$ cat src/common/output_disable_defines.svh
/*
 * Register offsets, field positions, reset values and sizes of the
 * output driver disable control block.
 * Assumes byte-wide registers on a 16-bit register address.
 */
`ifndef OUTPUT_DISABLE_DEFINES_SVH
`define OUTPUT_DISABLE_DEFINES_SVH

// Sizes
`define NUM_DRIVERS 7
`define NUM_LOOPS 4
`define ADDR_W 16
`define DATA_W 8

// Status registers
`define CALIB_AND_CRYSTAL_STATUS_ADDR 16'h000C
`define LOOP_LOCK_LOSS_STATUS_ADDR 16'h000D
`define STAT_CALIB_BIT 0
`define STAT_CRYSTAL_BIT 1

// Global gate and masks
`define GLOBAL_OUTPUT_GATE_ADDR 16'h0102
`define GLOBAL_GATE_BIT 0
`define CRYSTAL_LOSS_MASK_ADDR 16'h0141
`define CRYSTAL_MASK_BIT 6
`define LOCK_LOSS_MASK_ADDR 16'h0142

// Per-driver control bytes
`define DRIVER0_ENABLE_CTRL_ADDR 16'h0112
`define DRIVER1_ENABLE_CTRL_ADDR 16'h0117
`define DRIVER2_ENABLE_CTRL_ADDR 16'h011C
`define DRIVER3_ENABLE_CTRL_ADDR 16'h0126
`define DRIVER4_ENABLE_CTRL_ADDR 16'h012B
`define DRIVER5_ENABLE_CTRL_ADDR 16'h0130
`define DRIVER6_ENABLE_CTRL_ADDR 16'h013A
`define DRIVER0_DISABLE_CTRL_ADDR 16'h0113
`define DRIVER1_DISABLE_CTRL_ADDR 16'h0118
`define DRIVER2_DISABLE_CTRL_ADDR 16'h011D
`define DRIVER3_DISABLE_CTRL_ADDR 16'h0127
`define DRIVER4_DISABLE_CTRL_ADDR 16'h012C
`define DRIVER5_DISABLE_CTRL_ADDR 16'h0131
`define DRIVER6_DISABLE_CTRL_ADDR 16'h013B
`define DRIVER_ENABLE_BIT 1
`define SYNC_SELECT_BIT 3
`define LEVEL_LSB 4
`define LEVEL_MSB 5
`define LEVEL_HIGH 2'h1

// Reset values
`define GLOBAL_GATE_RESET 1'h1
`define DRIVER_ENABLE_RESET 1'h0
`define SYNC_SELECT_RESET 1'h0
`define LEVEL_RESET 2'h0
`define LOCK_MASK_RESET 4'hF
`define CRYSTAL_MASK_RESET 1'h0

`endif

$ cat src/common/output_disable_pkg.sv
/*
 * Types shared by the output driver disable control block.
 * Assumes output_disable_defines.svh is on the include path.
 */
`default_nettype none
`include "output_disable_defines.svh"

package output_disable_pkg;

	// One register access from the configuration port
	typedef struct packed {
		logic write;
		logic read;
		logic [`ADDR_W-1:0] addr;
		logic [`DATA_W-1:0] wdata;
	} reg_req_s;

	// Automatic disable sources from the rest of the device
	typedef struct packed {
		logic [`NUM_LOOPS-1:0] loop_lock_loss_flags;
		logic crystal_input_loss;
		logic calibration_in_progress;
	} alarm_in_s;

	// Whole state of the control block
	typedef struct packed {
		logic global_output_gate;
		logic [`NUM_DRIVERS-1:0] per_driver_enable;
		logic [`NUM_DRIVERS-1:0] synchronous_disable_select;
		logic [`NUM_DRIVERS-1:0][1:0] disabled_level_select;
		logic [`NUM_LOOPS-1:0] lock_loss_disable_mask;
		logic crystal_loss_disable_mask;
		logic crystal_loss_alarm;
		logic [`NUM_DRIVERS-1:0] driver_active;
		logic [`NUM_DRIVERS-1:0] driver_out;
		logic [`DATA_W-1:0] rdata;
	} ctrl_state_s;

endpackage

`default_nettype wire

$ cat src/design/output_driver_disable_control.sv
/*
 * Output driver disable control: per-driver enable gating, automatic
 * disable sources, synchronous or immediate disable and disabled level.
 * Assumes driver clocks, alarms and register accesses are synchronous
 * to clk and that driver clocks run well below clk.
 */
`default_nettype none
`include "output_disable_defines.svh"

module output_driver_disable_control (
	input wire logic clk,
	input wire logic reset,
	input wire output_disable_pkg::reg_req_s reg_req,
	output logic [`DATA_W-1:0] reg_rdata,
	input wire logic output_enable_pin_n,
	input wire output_disable_pkg::alarm_in_s alarms,
	input wire logic [2*`NUM_DRIVERS-1:0] driver_disable_source_select,
	input wire logic [`NUM_DRIVERS-1:0] driver_clk_in,
	output logic [`NUM_DRIVERS-1:0] driver_out,
	output logic [`NUM_DRIVERS-1:0] driver_enabled
);

	////////////////////////////////////////////////////////////////////
	// Address tables

	localparam logic [`NUM_DRIVERS-1:0][`ADDR_W-1:0] ENABLE_ADDR = {
		`DRIVER6_ENABLE_CTRL_ADDR, `DRIVER5_ENABLE_CTRL_ADDR,
		`DRIVER4_ENABLE_CTRL_ADDR, `DRIVER3_ENABLE_CTRL_ADDR,
		`DRIVER2_ENABLE_CTRL_ADDR, `DRIVER1_ENABLE_CTRL_ADDR,
		`DRIVER0_ENABLE_CTRL_ADDR
	};
	localparam logic [`NUM_DRIVERS-1:0][`ADDR_W-1:0] DISABLE_ADDR = {
		`DRIVER6_DISABLE_CTRL_ADDR, `DRIVER5_DISABLE_CTRL_ADDR,
		`DRIVER4_DISABLE_CTRL_ADDR, `DRIVER3_DISABLE_CTRL_ADDR,
		`DRIVER2_DISABLE_CTRL_ADDR, `DRIVER1_DISABLE_CTRL_ADDR,
		`DRIVER0_DISABLE_CTRL_ADDR
	};

	output_disable_pkg::ctrl_state_s state_reg;
	output_disable_pkg::ctrl_state_s state_next;

	logic [`NUM_DRIVERS-1:0] want_enable;
	logic [`NUM_DRIVERS-1:0] lock_loss_hit;
	logic [`NUM_DRIVERS-1:0] enable_hit;
	logic [`NUM_DRIVERS-1:0] disable_hit;
	logic crystal_disable;
	logic global_disable;

	////////////////////////////////////////////////////////////////////
	// Sources that hit every driver alike

	// Crystal loss acts through the registered alarm, one cycle late
	assign crystal_disable = state_reg.crystal_loss_alarm
		& ~state_reg.crystal_loss_disable_mask;
	// Gate and pin are not maskable; calibration neither
	assign global_disable = output_enable_pin_n
		| ~state_reg.global_output_gate
		| crystal_disable
		| alarms.calibration_in_progress;

	////////////////////////////////////////////////////////////////////
	// Per-driver request and address decode

	genvar gi;
	generate
		for (gi = 0; gi < `NUM_DRIVERS; gi++) begin : g_drv
			logic [1:0] src;
			assign src = driver_disable_source_select[2*gi +: 2];
			// Only the loop this driver is assigned to can stop it
			assign lock_loss_hit[gi] = alarms.loop_lock_loss_flags[src]
				& ~state_reg.lock_loss_disable_mask[src];
			// Any unmasked source wins over the enable bit
			assign want_enable[gi] = state_reg.per_driver_enable[gi]
				& ~global_disable & ~lock_loss_hit[gi];
			assign enable_hit[gi] = (reg_req.addr == ENABLE_ADDR[gi]);
			assign disable_hit[gi] = (reg_req.addr == DISABLE_ADDR[gi]);
		end
	endgenerate

	////////////////////////////////////////////////////////////////////
	// Next state

	always_comb begin
		state_next = state_reg;

		// Crystal alarm follows the raw loss indication
		state_next.crystal_loss_alarm = alarms.crystal_input_loss;

		// Register writes
		if (reg_req.write) begin
			case (reg_req.addr)
				`GLOBAL_OUTPUT_GATE_ADDR: begin
					state_next.global_output_gate =
						reg_req.wdata[`GLOBAL_GATE_BIT];
				end
				`CRYSTAL_LOSS_MASK_ADDR: begin
					state_next.crystal_loss_disable_mask =
						reg_req.wdata[`CRYSTAL_MASK_BIT];
				end
				`LOCK_LOSS_MASK_ADDR: begin
					state_next.lock_loss_disable_mask =
						reg_req.wdata[`NUM_LOOPS-1:0];
				end
				default: begin
				end
			endcase
			for (int i = 0; i < `NUM_DRIVERS; i++) begin
				if (enable_hit[i]) begin
					state_next.per_driver_enable[i] =
						reg_req.wdata[`DRIVER_ENABLE_BIT];
				end
				if (disable_hit[i]) begin
					state_next.synchronous_disable_select[i] =
						reg_req.wdata[`SYNC_SELECT_BIT];
					state_next.disabled_level_select[i] =
						reg_req.wdata[`LEVEL_MSB:`LEVEL_LSB];
				end
			end
		end

		// Register reads; unmapped offsets answer zero
		state_next.rdata = 8'h00;
		if (reg_req.read) begin
			case (reg_req.addr)
				`CALIB_AND_CRYSTAL_STATUS_ADDR: begin
					state_next.rdata[`STAT_CALIB_BIT] = alarms.calibration_in_progress;
					state_next.rdata[`STAT_CRYSTAL_BIT] = state_reg.crystal_loss_alarm;
				end
				`LOOP_LOCK_LOSS_STATUS_ADDR: begin
					state_next.rdata[`NUM_LOOPS-1:0] = alarms.loop_lock_loss_flags;
				end
				`GLOBAL_OUTPUT_GATE_ADDR: begin
					state_next.rdata[`GLOBAL_GATE_BIT] = state_reg.global_output_gate;
				end
				`CRYSTAL_LOSS_MASK_ADDR: begin
					state_next.rdata[`CRYSTAL_MASK_BIT] =
						state_reg.crystal_loss_disable_mask;
				end
				`LOCK_LOSS_MASK_ADDR: begin
					state_next.rdata[`NUM_LOOPS-1:0] = state_reg.lock_loss_disable_mask;
				end
				default: begin
				end
			endcase
			for (int i = 0; i < `NUM_DRIVERS; i++) begin
				if (enable_hit[i]) begin
					state_next.rdata[`DRIVER_ENABLE_BIT] = state_reg.per_driver_enable[i];
				end
				if (disable_hit[i]) begin
					state_next.rdata[`SYNC_SELECT_BIT] =
						state_reg.synchronous_disable_select[i];
					state_next.rdata[`LEVEL_MSB:`LEVEL_LSB] =
						state_reg.disabled_level_select[i];
				end
			end
		end

		// Driver gating; sync mode holds the state while the clock is
		// high so neither a cut nor a late-started high phase can occur
		for (int i = 0; i < `NUM_DRIVERS; i++) begin
			if (state_reg.synchronous_disable_select[i] && driver_clk_in[i]) begin
				state_next.driver_active[i] = state_reg.driver_active[i];
			end else begin
				state_next.driver_active[i] = want_enable[i];
			end
			if (state_next.driver_active[i]) begin
				state_next.driver_out[i] = driver_clk_in[i];
			end else begin
				// Reserved level codes fall back to low
				state_next.driver_out[i] =
					(state_reg.disabled_level_select[i] == `LEVEL_HIGH);
			end
		end
	end

	////////////////////////////////////////////////////////////////////
	// State register

	always_ff @(posedge clk or posedge reset) begin
		if (reset) begin
			state_reg.global_output_gate <= `GLOBAL_GATE_RESET;
			state_reg.per_driver_enable <= {`NUM_DRIVERS{`DRIVER_ENABLE_RESET}};
			state_reg.synchronous_disable_select <= {`NUM_DRIVERS{`SYNC_SELECT_RESET}};
			state_reg.disabled_level_select <= {`NUM_DRIVERS{`LEVEL_RESET}};
			state_reg.lock_loss_disable_mask <= `LOCK_MASK_RESET;
			state_reg.crystal_loss_disable_mask <= `CRYSTAL_MASK_RESET;
			state_reg.crystal_loss_alarm <= 1'h0;
			state_reg.driver_active <= 7'h00;
			state_reg.driver_out <= 7'h00;
			state_reg.rdata <= 8'h00;
		end else begin
			state_reg <= state_next;
		end
	end

	// Outputs straight from flip-flops
	assign reg_rdata = state_reg.rdata;
	assign driver_out = state_reg.driver_out;
	assign driver_enabled = state_reg.driver_active;

endmodule

`default_nettype wire

$ cat config.mk
export PLATFORM = sky130hd
export DESIGN_NAME = output_driver_disable_control
export DESIGN_NICKNAME = d
export VERILOG_FILES = /design/src/common/output_disable_pkg.sv /design/src/design/output_driver_disable_control.sv
export VERILOG_INCLUDE_DIRS = /design/src /design/src/common
export SDC_FILE = /design/constraint.sdc
export NUM_CORES = 1
export LEC_CHECK = 0
export BUFFER_PORTS_ARGS = -buffer_cell sky130_fd_sc_hd__clkbuf_2
export CORE_ASPECT_RATIO = 0.5
export CORE_MARGIN = 2
export CORE_UTILIZATION = 40
export DETAILED_ROUTE_END_ITERATION = 16
export HOLD_SLACK_MARGIN = 0.1
export PLACE_DENSITY_LB_ADDON = 0.12
export SYNTH_ARGS = -nofsm -noshare
export SYNTH_HDL_FRONTEND = slang
export SYNTH_SLANG_ARGS = --single-unit
$ cat constraint.sdc
create_clock -name clk -period 1.7 [get_ports clk]
set_input_delay 0.085 -clock clk [delete_from_list [all_inputs] [get_ports clk]]
set_output_delay 0.085 -clock clk [all_outputs]
set_load 0.1 [all_outputs]
* Word-level counts from Yosys, hierarchy flattened
Index checks and enable logic that the tools add are counted.
Cells by class: bitwise logic cells 42, reductions and logical operators 24, magnitude comparators 7, equal/unequal tests 26, mux-type cells 61
Operators by type and width (count):
- 16-bit by 9-bit == test with 1-bit output (second input constant) | 17
- 1-bit 2-to-1 mux | 36
- 2-bit AND reduction | 17
- 16-bit by 4-bit == test with 1-bit output (second input constant) | 2
- 1-bit binary-select mux with 2-bit select | 14
- 1-bit bitwise AND | 22
- 2-bit by 3-bit < comparator with 1-bit output (second input constant) | 7
- 3-bit 2-to-1 mux | 7
- 1-bit NOT | 17
- 2-bit by 1-bit == test with 1-bit output (second input constant) | 7
- 1-bit logical AND | 7
- 7-bit 2-to-1 mux | 1
- 1-bit one-hot mux with 4 select lines | 1
- 2-bit one-hot mux with 2 select lines | 1
- 1-bit OR | 3
- 1-bit one-hot mux with 3 select lines | 1
Storage, ports and cells: bits of input ports 56, bits in registers 56, output and inout bits 22, logic and storage cells 188

* Longest topological paths before layout
word-level depth 10, depth in mapped cells 7, gate-level depth less buffers 5

* Worst setup path after synthesis
Ideal clock, no wire load.
path kind input -> register, start point in reg_req[14] (netlist name), end point reg state_reg[38] (netlist name), data required time 1575 ps, setup time 125 ps, path slack -345 ps, arrival time 1920 ps, stages on the path 6, buffers on the path 1, path through or4_4 -> or2_1 -> buf_6 -> or3_4 -> or2_4 -> mux2_4
Between the ends: longest elaborated chain between the ends 2
RTL lines:
- start: declaration | line output_driver_disable_control.sv:13 | input wire output_disable_pkg::reg_req_s reg_req,
- 16-bit by 9-bit == test with 1-bit output | line output_driver_disable_control.sv:76 | assign disable_hit[gi] = (reg_req.addr == DISABLE_ADDR[gi]);
- 2-bit AND reduction (no line)
- end signal: assignment | line output_driver_disable_control.sv:192 | state_reg <= state_next;
- end: declaration | line output_driver_disable_control.sv:39 | output_disable_pkg::ctrl_state_s state_reg;
Every way passes these cells. A chain may end at the register's enable or synchronous reset.

* Worst setup path after layout
start point in reg_req[14] (netlist name), end point reg state_reg[39] (netlist name)
The elaborated chain is that of the path after synthesis.

==> key figures <==
Outcome
  – Run status: complete, no violations

Die
  – Die X: 134 um
  – Die Span Y: 68.9 um
  – Ports: 78
  – Core area: 8090 um2
  – Die area: 9210 um2
  – Starting density of the core: 41.6%
  – Row cnt: 23

Min path
  – HP Class: input pin to register
  – Worst hold path startpoint: reg_req[24]
  – Hold Path Sink: reg_rdata[1]
  – Min-Delay Path Depth: 3

Clock network
  – Clk sinks: 56
  – H-tree Lvls: 2
  – Clock latency on the worst-skew pair: 300 ps
  – CTS tree: built
  – Root buffer cell: clkbuf_16
  – Max Root-Sink Buffers: 2
  – CTS buffer count: 5
  – Reg clk slew, reported paths: 70 ps

Timing
  – Fin Clk Skew: 6.80 ps
  – Final Cycle Share: 98.3%
  – RSZ-0062 raised after global routing: true
  – Final setup viols: 0
  – Least-Margin Pin Slew: 550 ps
  – Final-report hold violation count: 0
  – Max_slew headroom: 63.5%
  – Clock period minus worst slack: 1670 ps
  – Final Max Slew Viols: 0
  – Maximum clock frequency: 598 MHz

Logic synthesis
  – Post-Syn Area per Cell: 10.5 um2
  – Yosys top cell area share: 37.9%
  – Post-synthesis sequential area ratio: 41.8%
  – Number of synthesized register bits: 56
  – Leading area contributor after synthesis: dfrtp_1
  – Syn Nets: 377
  – Netlist Area Pre-Place: 3370 um2
  – Synth Flop Type: dfrtp_1
  – Post-synth EDFFs: 0
  – Cell variety after synth: 60
  – Yosys warns: 0
  – Syn Inst Count: 321
  – Largest cells by area after synthesis: dfrtp_1, mux2_2, buf_4
  – Synth async-reset ratio: 100%

Power
  – Leak pwr: 2.15 nW
  – Sw frac: 24.5%
  – Internal: 2.10 mW
  – PwrDens: 614 nW/um2
  – Peak supply drop: 390 uV
  – Gate power share: 14.2%
  – Register share of total power: 48.1%
  – Sw power: 680 uW
  – Total power: 2.78 mW
  – Clock power frac: 37.7%

Placed design
  – Routability-driven placement congestion ratio: 0.930
  – HPWL after DPL: 8.05 mm
  – Port bufs: 75

GRT
  – Vias in the first global route: 3023
  – Largest net degree at the start of global routing: 57
  – Remaining global-route overflow: 0
  – Antenna violations before repair: 0
  – Total Routing Usage GR: 23.6%
  – Global-route wire length before repair: 16.0 mm

Routing
  – Iter 0 DRT Violations: 199
  – Routed Wire Length: 10.2 mm
  – Avg WL per Cell: 18.4 um
  – DR DRC count: 0
  – DRT Pass-1 Iters: 5
  – Vias after detailed routing: 3029
  – DRT antenna net count: 0
  – Vias per cell: 5.45

Cells and area
  – FILL cells: 743
  – Final Util: 55.9%
  – # diodes: 0
  – Area Growth Syn to Fin: 34.2%
  – Layout cells sized above 1: 50.0%
  – Max reg flops: 35
  – # nets final: 500

Critical path
  – Crit Path Category: input pin to register
  – Worst Path Arrival: 1860 ps
  – Max FO, Critical Path: 3
  – FF-to-FF Start: state_reg[27]
  – Register-to-register setup slack: 30 ps
  – FF-to-FF path depth: 5
  – Crit path capture type: register
  – CP Cell Sequence: clkbuf_2 -> or4_4 -> or2_4 -> or3_4 -> or2_4 -> mux2_4
  – Largest stage delay, worst path: 530 ps
  – Critical-path top delay cell: or4_4
  – Most frequent CP cell: or2_4
  – Reg-to-Reg End: driver_out[6]
  – Required @ worst endpoint: 1890 ps
  – Startpoint Class: input pin

Job
  – Max_cap viols: 0
## cell type report
cell class	instances	area [um2]	area share, %
inverter	4	15.0	0.332
clock buffer	6	139	3.07
multi-input combinational	229	1840	40.8
timing repair buffer	148	966	21.4
tap	112	140	3.10
sequential	56	1410	31.1
clock inverter	1	8.76	0.194
## cells by family (layout without fill, tap and decap cells)
group                  Yosys count  in the layout  share of synthesized area, %
other                            1              1                         0.111
buffers and inverters           36            159                          6.69
AND/OR/NAND/NOR                140            140                          24.2
AO/OA/AOI/OAI                   40             40                          8.51
flip-flops                      56             56                          41.8
multiplexers                    48             48                          18.7
## worst max path at each step
stage | end | depth (start not counted) | from | slack [ps]
4_1_cts | state_reg[52] | 7 | reg_req[23] | 5
6_report | state_reg[39] | 6 | reg_req[14] | 30
3_5_place_dp | state_reg[39] | 6 | reg_req[14] | -310
3_3_place_gp | state_reg[52] | 7 | reg_req[23] | -320
2_1_floorplan | state_reg[38] | 6 | reg_req[14] | -310
5_1_grt | driver_out[5] | 5 | state_reg[24] | -0.8
## placed cells by master (no fill, tap or decap), drive strengths merged, types with 3 or more instances in the layout
cell type	instances
and3	4
dfstp	5
or2	3
or3	4
nor2b	9
or4	3
a22o	3
nor4	9
nand2	39
nand4	11
a32oi	4
nor3	8
dfrtp	51
inv	4
nor3b	3
a21oi	9
nor2	6
mux4	7
dlygate4sd3	12
and4	3
clkbuf	81
o21ai	6
mux2	41
buf	61
nand3	11
nand2b	12
## repair_timing
item | in CTS | in global routing
hold buffers | 12 | 0
setup buffers | 0 | 1
setup endpoints to repair | 8 | 16
pin swaps | 2 | 7
endpoints found under the hold margin | 69 | 0
gates resized for setup | 8 | 10
## per-layer routing
layer  part of all wire [%]  vias to the layer above  GRT usage [%]
met5                      0                        -              0
met1                     49                     1498           34.6
met3                    6.9                        9           4.82
met2                     43                       92           36.2
li1                       -                     1430              -
met4                   0.79                        0           5.19
## worst max-delay path: cells and delay by family
kind                   cells  cell delay, ps
buffers and inverters      1              90
AND/OR/NAND/NOR            4            1390
multiplexers               1             290
## per-stage QoR
step	cell area (um2)	setup slack, ps	hold slack (ps)	TNS [ps]	std cells
finish	4520	29.0	162	0	556
global route	4520	-0.834	177	-0.834	556
CTS	4490	4.52	163	0	556
detailed placement	4190	-308	146	-7170	537
global placement	4190	-324	141	-6840	537
floorplan	3400	-312	116	-1750	321
## synth_stat cells, drive strengths merged, types with 3 or more instances
| master | n |
|---|---|
| nor2 | 6 |
| and4 | 3 |
| nand4 | 11 |
| mux4 | 7 |
| or3 | 4 |
| or2 | 3 |
| o21ai | 6 |
| nor2b | 9 |
| inv | 4 |
| dfstp | 5 |
| a22o | 3 |
| buf | 24 |
| nor4 | 9 |
| a32oi | 4 |
| mux2 | 41 |
| nor3b | 3 |
| and3 | 4 |
| a21oi | 9 |
| nand2b | 12 |
| nand3 | 11 |
| nand2 | 39 |
| clkbuf | 8 |
| or4 | 3 |
| nor3 | 8 |
| dfrtp | 51 |
## power groups by stage
stage	Sequential [mW]	Clock, mW	Combinational (mW)
3_3_place_gp	1.36	0	0.357
4_1_cts	1.33	1.08	0.392
5_1_grt	1.33	1.12	0.426
3_5_place_dp	1.36	0	0.362
6_report	1.33	1.05	0.394
2_1_floorplan	1.36	0	0.147
Note: power is estimated with default switching activity, not from simulation.
